`config.mk`:
```
export PLATFORM = sky130hd
export DESIGN_NAME = sram_write_lane_mask
export DESIGN_NICKNAME = d
export VERILOG_FILES = /design/src/hw/lane_mask_pkg.sv /design/src/hw/sram_write_lane_mask.sv
export VERILOG_INCLUDE_DIRS = /design/src /design/src/hw
export SDC_FILE = /design/constraint.sdc
export NUM_CORES = 1
export LEC_CHECK = 0
export ABC_AREA = 1
export BUFFER_PORTS_ARGS = -buffer_cell sky130_fd_sc_hd__clkbuf_2
export CORE_MARGIN = 4
export CORE_UTILIZATION = 70
export CTS_BUF_LIST = sky130_fd_sc_hd__clkbuf_4
export DETAILED_ROUTE_END_ITERATION = 7
export PLACE_DENSITY = 0.94
export SLEW_MARGIN = 20
export SYNTH_ARGS = -nofsm -noshare
export SYNTH_HDL_FRONTEND = slang
export SYNTH_SLANG_ARGS = --single-unit
```
`constraint.sdc`:
```
create_clock -name clock -period 5.9 [get_ports clock]
set_input_delay 0.295 -clock clock [delete_from_list [all_inputs] [get_ports clock]]
set_output_delay 0.295 -clock clock [all_outputs]
set_load 0.005 [all_outputs]
```
`src/hw/lane_mask_regs.svh`:
```
// Summary of operation
// - Write starts on load low, direction low.
// - Lane selects sampled separately per data beat.
// - 8-bit, both low: write bits 7..0.
// - 8-bit, lane 0 only: write low nibble.
// - 8-bit, lane 1 only: write high nibble.
// - 18-bit, both low: write all eighteen bits.
// - 18-bit, lane 0 only: write bits 8..0.
// - 18-bit, lane 1 only: write bits 17..9.
// - 8/18-bit, both high: nothing written.
// - 9-bit: low writes nine bits, high nothing.
// - 36-bit, all low: write all bits.
// - 36-bit, lane 0 only: bits 8..0.
// - 36-bit, lane 1 only: bits 17..9.
// - 36-bit, lane 2 only: bits 26..18.
// - 36-bit, lane 3 only: bits 35..27.
// - 9/36-bit, all high: word unchanged.
`ifndef LANE_MASK_REGS_SVH
`define LANE_MASK_REGS_SVH
// Default word width and lane count
`define LM_DATA_WIDTH 18
`define LM_LANES 2
// Default address width and buffer depth
`define LM_ADDR_WIDTH 4
`define LM_FIFO_DEPTH 8
`endif

```
`src/hw/lane_mask_pkg.sv`:
```
package lane_mask_pkg;
	// Burst sequencer states
	typedef enum logic [1:0] {
		idle_st,
		beat0_st,
		beat1_st
	} burst_e;
endpackage

```
`src/hw/sram_write_lane_mask.sv`:
```
`timescale 1ns/1ns
`default_nettype none
`include "lane_mask_regs.svh"
////////////////////////////////////////////////////////////////////////////////
// Small valid/ready FIFO in flip-flops
module lane_fifo #(
	parameter int WIDTH = 8,
	parameter int DEPTH = `LM_FIFO_DEPTH
) (
	input wire logic clock,
	input wire logic reset_n,
	input wire logic in_valid,
	output logic in_ready,
	input wire logic [WIDTH-1:0] in_data,
	output logic out_valid,
	input wire logic out_ready,
	output logic [WIDTH-1:0] out_data
);
	localparam int AW = $clog2(DEPTH);
	logic [WIDTH-1:0] mem_q [DEPTH];     // Storage
	logic [AW-1:0] wr_q, wr_d, rd_q, rd_d; // Pointers
	logic [AW:0] cnt_q, cnt_d;           // Fill level
	logic push, pop;
	// Next pointers and level
	always_comb begin
		// Accept only while a free slot is left
		push = in_valid && (cnt_q != (AW+1)'(DEPTH));
		pop = out_valid && out_ready;
		wr_d = push ? ((wr_q == AW'(DEPTH - 1)) ? '0 : wr_q + 1'b1) : wr_q;
		rd_d = pop ? ((rd_q == AW'(DEPTH - 1)) ? '0 : rd_q + 1'b1) : rd_q;
		cnt_d = cnt_q + {{AW{1'b0}}, push} - {{AW{1'b0}}, pop};
	end
	// Register pointers and fill level
	always_ff @(posedge clock or negedge reset_n) begin
		if (!reset_n) begin
			wr_q <= '0;
			rd_q <= '0;
			cnt_q <= '0;
		end else begin
			wr_q <= wr_d;
			rd_q <= rd_d;
			cnt_q <= cnt_d;
		end
	end
	// Storage write, no reset needed
	always_ff @(posedge clock) begin
		if (push) begin
			mem_q[wr_q] <= in_data;
		end
	end
	assign in_ready = (cnt_q != (AW+1)'(DEPTH));
	assign out_valid = (cnt_q != '0);
	assign out_data = mem_q[rd_q];
endmodule // lane_fifo

////////////////////////////////////////////////////////////////////////////////
// Write lane masking for a two-beat burst memory
module sram_write_lane_mask #(
	parameter int DATA_WIDTH = `LM_DATA_WIDTH,
	parameter int LANES = `LM_LANES,
	parameter int ADDR_WIDTH = `LM_ADDR_WIDTH,
	parameter int FIFO_DEPTH = `LM_FIFO_DEPTH
) (
	input wire logic clock,
	input wire logic reset_n,
	input wire logic load_strobe_n,
	input wire logic read_not_write,
	input wire logic [ADDR_WIDTH-1:0] address,
	input wire logic [DATA_WIDTH-1:0] data_in,
	input wire logic [LANES-1:0] byte_lane_enable_n,
	input wire logic [ADDR_WIDTH-1:0] read_address,
	output logic [DATA_WIDTH-1:0] read_data,
	output logic busy
);
	import lane_mask_pkg::*;
	localparam int LW = DATA_WIDTH / LANES; // Lane width
	localparam int EW = ADDR_WIDTH + 1 + DATA_WIDTH + LANES;
	////////////////////////////////////////////////////////////////////////////
	// Pin synchronisers, two stages each
	logic [1+1+ADDR_WIDTH+DATA_WIDTH+LANES-1:0] s1_q, s2_q;
	always_ff @(posedge clock or negedge reset_n) begin
		if (!reset_n) begin
			s1_q <= '1;
			s2_q <= '1;
		end else begin
			s1_q <= {load_strobe_n, read_not_write, address, data_in, byte_lane_enable_n};
			s2_q <= s1_q;
		end
	end
	logic ld_n, rnw;
	logic [ADDR_WIDTH-1:0] addr_s;
	logic [DATA_WIDTH-1:0] data_s;
	logic [LANES-1:0] lane_n_s;
	assign {ld_n, rnw, addr_s, data_s, lane_n_s} = s2_q;
	////////////////////////////////////////////////////////////////////////////
	// Burst sequencer: beat 0 then beat 1 after a write load
	burst_e st_q, st_d;
	logic [ADDR_WIDTH-1:0] base_q, base_d;
	logic beat_v;
	logic [EW-1:0] beat_e;
	always_comb begin
		st_d = st_q;
		base_d = base_q;
		beat_v = 1'b0;
		beat_e = {base_q, 1'b0, data_s, lane_n_s};
		case (st_q)
			idle_st: begin
				if (!ld_n && !rnw) begin
					st_d = beat0_st;
					base_d = addr_s;
				end
			end
			beat0_st: begin
				beat_v = 1'b1; // first beat uses its own selects
				beat_e = {base_q, 1'b0, data_s, lane_n_s};
				st_d = beat1_st;
			end
			beat1_st: begin
				beat_v = 1'b1; // second beat sampled separately
				beat_e = {base_q, 1'b1, data_s, lane_n_s};
				st_d = idle_st;
				if (!ld_n && !rnw) begin
					st_d = beat0_st;
					base_d = addr_s;
				end
			end
			default: st_d = idle_st;
		endcase
	end
	always_ff @(posedge clock or negedge reset_n) begin
		if (!reset_n) begin
			st_q <= idle_st;
			base_q <= '0;
		end else begin
			st_q <= st_d;
			base_q <= base_d;
		end
	end
	////////////////////////////////////////////////////////////////////////////
	// Beat FIFO between capture and array
	logic f_ready, f_valid;
	logic [EW-1:0] f_data;
	lane_fifo #(.WIDTH(EW), .DEPTH(FIFO_DEPTH)) beat_fifo (
		.clock(clock),
		.reset_n(reset_n),
		.in_valid(beat_v),
		.in_ready(f_ready),
		.in_data(beat_e),
		.out_valid(f_valid),
		.out_ready(1'b1),
		.out_data(f_data)
	);
	////////////////////////////////////////////////////////////////////////////
	// Array: word address is base with the beat index appended as low bit
	localparam int WORDS = 2 ** (ADDR_WIDTH + 1);
	logic [DATA_WIDTH-1:0] mem_q [WORDS];
	logic [ADDR_WIDTH:0] wa;
	logic [DATA_WIDTH-1:0] wd, merged;
	logic [LANES-1:0] wn;
	assign {wa, wd, wn} = f_data;
	// Per-lane merge: low select takes new data, high keeps old
	always_comb begin
		merged = mem_q[wa];
		for (int i = 0; i < LANES; i++) begin
			if (!wn[i]) begin
				merged[i*LW +: LW] = wd[i*LW +: LW];
			end // lanes with high select keep stored bits
		end
	end
	always_ff @(posedge clock) begin
		if (f_valid) begin
			mem_q[wa] <= merged;
		end
	end
	// Registered read port and status
	logic [DATA_WIDTH-1:0] rd_d;
	logic busy_d;
	always_comb begin
		rd_d = mem_q[{read_address, 1'b0}];
		busy_d = (st_d != idle_st) || f_valid || !f_ready;
	end
	always_ff @(posedge clock or negedge reset_n) begin
		if (!reset_n) begin
			read_data <= '0;
			busy <= 1'b0;
		end else begin
			read_data <= rd_d;
			busy <= busy_d;
		end
	end

	////////////////////////////////////////////////////////////////////////////
	// Width-specific lane tables, checked on the merged word
	generate
		if (LANES == 1) begin : g_one_lane

		end else if (LANES == 2) begin : g_two_lanes

		end else if (LANES == 4) begin : g_four_lanes

		end
	endgenerate
endmodule // sram_write_lane_mask
`default_nettype wire

```
Word-level counts from Yosys, hierarchy flattened --
Memory sizes are Yosys's and may differ from the RTL's. A register that Yosys moved wholly into a read port is not among the register bits. Cells that the tools add are included.
Operators by class: add/sub/neg operators 4, multipliers 0, div/mod/pow operators 0, order comparisons 0, equality and inequality tests 7, shift operators 0, mux-type cells 13, bitwise gates (word level) 0, reduce and logical (&&, ||, !) cells 16
Operator list (number):
- $mux 21 | 1
- $mux 9 | 2
- $add 3x1->3 const B | 2
- $eq 3x3->1 const B | 2
- $mux 1 | 6
- $mux 3 | 2
- $pmux 2 s3 | 1
- $reduce_and 2->1 | 3
- $add 4x1->4 | 1
- $logic_not 1->1 | 4
- $ne 4x4->1 const B | 1
- $reduce_bool 4->1 | 1
- $reduce_or 2->1 | 2
- $sub 4x1->4 | 1
- $eq 2x1->1 const B | 1
- $eq 2x2->1 const B | 1
- $logic_and 1x1->1 | 2
- $logic_not 2->1 | 1
- $logic_or 1x1->1 | 2
- $mux 2 | 1
- $ne 1x1->1 const B | 2
- $reduce_bool 2->1 | 1
Storage, ports and cells: bits in registers 69, latch bits 0, RAM bits 776, memory bits (read-only) 0, word-level logic and storage cells 50, memories 2
Memories:
- mem_q | depth 32, width 18, read ports 1, clocked after memory_dff 1, wr ports 1, RTL line sram_write_lane_mask.sv:156 | logic [DATA_WIDTH-1:0] mem_q [WORDS];
- beat_fifo.mem_q | depth 8, width 25, read ports 1, clocked after memory_dff 0, wr ports 1, RTL line sram_write_lane_mask.sv:20 | logic [WIDTH-1:0] mem_q [DEPTH];

Longest topological paths before layout --
depth after elaboration 7, mapped depth 10

By module --
A second synthesis with hierarchy kept.
Second synthesis, totals: cells, all modules 2262, area total of the unflattened synthesis 24071.8 sq um
By module, submodules not included:
- sram_write_lane_mask | times used 1, cells each 1323, area each 14706.6 sq um, seq. area each 10640.2 sq um
- lane_fifo | times used 1, cells each 939, area each 9365.2 sq um, seq. area each 6256.0 sq um

Least setup slack after synthesis --
OpenSTA, ideal clock, no wires.
path kind reg-to-reg, start point reg st_q[0], end point mem beat_fifo.mem_q[0][0] (netlist bit) (enable), arrival 2.046 ns, slack 3.448 ns, cell stages (with the launch flop) 7, period minus slack after synthesis 2.452 ns, cell sequence dfrtp_1 inv_1 ha_1 nand2_1 inv_1 nand2_1 nor2_1
On the way: longest elaborated chain between the ends 6
Ends and longest elaborated chain:
- from (decl) | RTL line sram_write_lane_mask.sv:97 | burst_e st_q, st_d;
- from (signal assigned) | RTL line sram_write_lane_mask.sv:132 | st_q <= idle_st;
- from (signal assigned) | RTL line sram_write_lane_mask.sv:135 | st_q <= st_d;
- $eq 2x2->1 / $eq 2x1->1 (equally long branches) | RTL line sram_write_lane_mask.sv:106 | case (st_q)
- $reduce_or 2->1 (no source line) (*)
- $mux 1 (*) | RTL line sram_write_lane_mask.sv:106
- $logic_and 1x1->1 (*) | RTL line sram_write_lane_mask.sv:27 | push = in_valid && (cnt_q != (AW+1)'(DEPTH));
- net beat_fifo.push | RTL line sram_write_lane_mask.sv:23 | logic push, pop;
- $mux 1 (*) | RTL line sram_write_lane_mask.sv:47 | if (push) begin
- $mux 1 (implied by the code) (*) | RTL line sram_write_lane_mask.sv:48 | mem_q[wr_q] <= in_data;
- to (decl) | RTL line sram_write_lane_mask.sv:20
The timed path passes the listed nets; every way through them passes the cells marked *.

Worst setup path in the final report --
start point reg beat_fifo.rd_q[0], end point mem mem_q[0][7] (netlist bit) (enable)
On the way: longest elaborated chain between the ends 3
Ends and longest elaborated chain:
- from (decl) | RTL line sram_write_lane_mask.sv:21 | logic [AW-1:0] wr_q, wr_d, rd_q, rd_d;
- from (signal assigned) | RTL line sram_write_lane_mask.sv:41 | rd_q <= rd_d;
- $mem_v2 8x25 (*)
- $ne 1x1->1 (no source line)
- $reduce_and 2->1 (no source line)
- to (decl) | RTL line sram_write_lane_mask.sv:156
Mark *: on every way between the ends. The rest lies on a longest branch, timed or not.

==> metrics.yaml <==
global_route:
  grt-ovfl-total: 0
  use_met2: 0.490
  grt_pass1_vias: 14896
  use_met3: 0.0782
  top_usage_layer: "met2"
  grt_antenna_before_repair: 1
  grt_pass1_wl_um: 79100
  grt_use_total: 0.293
  grt_max_degree: 102
  use_met1: 0.362
power:
  p_per_area_nw_per_um2: 497
  vdd_ir_drop_max_mv: 0.417
  leakagePower_uw: 0.00896
routing:
  routed_wl_um: 51000
  vias_per_cell: 6.36
  via_count: 14548
  drc: 0
  drt.antenna.violating_nets: 0
  drt-pass1-iter-count: 8
  route.detailed.wl_per_inst_um: 22.3
  drt-initial-drc-count: 2139
setup_path:
  worstPathCellList: "inv_2, buf_4, nand2_1, nand3_1, nand3_1, nand2_2, nand3_1, nor3_2"
  start_kind: "register"
  critical-path-max-stage-delay_ps: 760
  required_ps: 6350
  rrSetupSlack_ps: 2350
  cp_common_cell: "nand3_1"
  cp_max_fo: 53
  crit_cells: 8
  reg2reg_depth: 8
  cp_top_family: "simple AND/OR/NAND/NOR gates"
  cpMaxStageDelayCell: "nor3_2"
  path_class: "register to register"
  crit_buf_inv: 2
  crit_arrival_ps: 4000
  cp-end-kind: "register"
logic_synthesis:
  synth_top_flop_cell: "edfxtp_1"
  synth_edf_count: 488
  ys_types: 32
  syn_area_per_cell_sq_um: 13.7
  ys_ff_latch: 575
  synth_cells: 1629
  netlist_area_sq_um: 22300
  async_reset_ff_frac: 0.151
  synthesis.nets: 1676
  ys_seq_area_frac: 0.759
  synth_warnings: 0
place:
  dpl.hpwl_um: 26500
  place_area_sq_um: 22700
  gp_congestion: 0.844
  place_inst: 2006
  numPortBuffers: 50
finish:
  fin_area_sq_um: 25000
  fill_cells: 1563
  drive_gt1_frac: 0.224
  fin_cells: 2286
  final_nets: 1817
  area_delta_synth_final_pct: 12.1
sta:
  rsz0062_at_grt: "false"
  max-slew-margin-rel: 0.209
  max_freq_mhz: 282
  post-route-min-period_ps: 3550
  finalCritPeriodShare: 0.602
  setup_tns_ps: 0
  fin_skew_ps: 57.0
  worst_slew_pin_slew_ps: 1180
  setup_violations: 0
  hold_viol: 0
  maxSlewViolCount: 0
cts:
  worstSkewPairLatency_ps: 870
  cts_tree: "yes"
  cts_buffers: 136
  clockRootBuffer: "clkbuf_4"
  cts.repair.resized: 0
  clock_sinks: 575
  cts_buffer_depth: 3
  cts.htree.levels: 4
  clkSlewWorstSetupHoldPaths_ps: 70
floorplan:
  die_h_um: 186
  pin_count: 51
  die-area_sq_um: 34700
  die_x_um: 186
  rows: 65
  fp.coreArea_sq_um: 31500
  initial_utilization: 0.707
min_path:
  hold_path_class: "input pin to asynchronous set/reset pin"
status:
  status: "complete, no violations"
flow_run:
  maxCapViolCount: 0
## registers in the layout (all words and copies together) (netlist names)
name,count
mem_q,288
beat_fifo.mem_q,200
s1_q,26
s2_q,26
read_data,18
base_q,4
beat_fifo.cnt_q,4
beat_fifo.rd_q,3
beat_fifo.wr_q,3
st_q,2
busy,1
## cell families (layout without fill, tap and decap cells)
family	Yosys count	count (layout)	synth area share
AOI/OAI and AO/OA	353	353	0.0924
adders and majority gates	15	15	0.00877
and+or+nand+nor	514	514	0.103
DFF	575	575	0.759
xor gates and xnor gates	2	2	0.000787
muxes	4	4	0.00202
buffers and inverters	166	419	0.0338
other	0	2	0
## stage by stage
step	setup WS, ps	hold WS (ps)	utilization	total power, uW
6_report	2350	59.2	0.793	12400
5_1_grt	2270	18.2	0.793	13000
4_1_cts	2290	13.2	0.792	12300
3_5_place_dp	2320	243	0.722	8790
3_3_place_gp	2460	231	0.722	8550
2_1_floorplan	3450	-0.591	-	7890
## routing by layer
layer,vias up,share of wire
li1,6306,-
met1,6887,0.34
met2,1131,0.51
met3,224,0.11
met4,0,0.039
met5,-,0
## power by group
part	switching, uW	leakage (uW)	total (uW)	internal (uW)
sequential	185	0.00538	5810	5620
combinational	2430	0.00246	3080	650
clock	1580	0.00112	3510	1930
## cells in the final DEF (no fill, tap or decap), types with 8 or more instances in the layout
cell           synthesis  final
a21oi_1               13     13
buf_4                  4     25
clkbuf_2               0     48
clkbuf_4               0    209
clkinv_1               2     25
dfrtp_1               35     34
dfstp_2               52     52
dlygate4sd3_1          0     28
edfxtp_1             488    488
ha_1                  14     14
inv_1                 63     63
nand2_1              163    163
nand2_2                9      9
nand3_1               66     66
nand3_2               11     11
nor2_1               228    220
nor2_2                 0      8
nor3_2                24     28
o211ai_1              21     21
o21ai_0              218    218
o21ai_1               13     13
o221ai_1              51     51
o22ai_1               37     37
## worst register-to-register path, delay by kind of cell (launching register included)
family	cells	cell delay, ps
buf+inv	2	1210
flops	1	410
simple gates	6	1560
## Yosys cell counts (2+ instances only)
cell | n | area [sq um]
edfxtp_1 | 488 | 14700
nor2_1 | 228 | 856
o21ai_0 | 218 | 1090
nand2_1 | 163 | 612
nand3_1 | 66 | 330
inv_1 | 63 | 236
clkbuf_1 | 57 | 214
dfstp_2 | 52 | 1370
o221ai_1 | 51 | 447
o22ai_1 | 37 | 231
dfrtp_1 | 35 | 876
nor3_2 | 24 | 240
buf_2 | 22 | 110
o211ai_1 | 21 | 158
ha_1 | 14 | 175
a21oi_1 | 13 | 65.1
o21ai_1 | 13 | 65.1
nand3_2 | 11 | 110
buf_6 | 10 | 113
nand2_2 | 9 | 56.3
nor3_1 | 9 | 45.0
buf_1 | 4 | 15.0
buf_4 | 4 | 30.0
mux2_2 | 4 | 45.0
inv_2 | 3 | 11.3
clkinv_1 | 2 | 7.51
nand2_4 | 2 | 22.5
xnor2_1 | 2 | 17.5
## cell type report
cell class,instances,area [sq um],share of cell area
tap,402,503,0.0202
sequential,575,16900,0.677
inverter,68,256,0.0103
clock buffer,209,1570,0.0629
timing repair buffer,101,708,0.0284
clock inverter,41,360,0.0144
antenna,2,5.00,0.000201
multi-input combinational,888,4660,0.187
## path summary, 6_finish.rpt
check	from	end
max reg2reg	beat_fifo.rd_q[0]	mem_q[0][7]
min	reset_n	s2_q[15]
min in group clock	data_in[6]	s1_q[8]
max in group asynchronous	reset_n	read_data[15]
max	beat_fifo.rd_q[0]	mem_q[0][7]
min reg2reg	s1_q[16]	s2_q[16]
## what timing repair did
action	4_1_cts	5_1_grt
hold endpoints to repair	47	0
hold buffers	28	0
buffers inserted	0	0
Note: power is estimated with default switching activity, not from simulation.
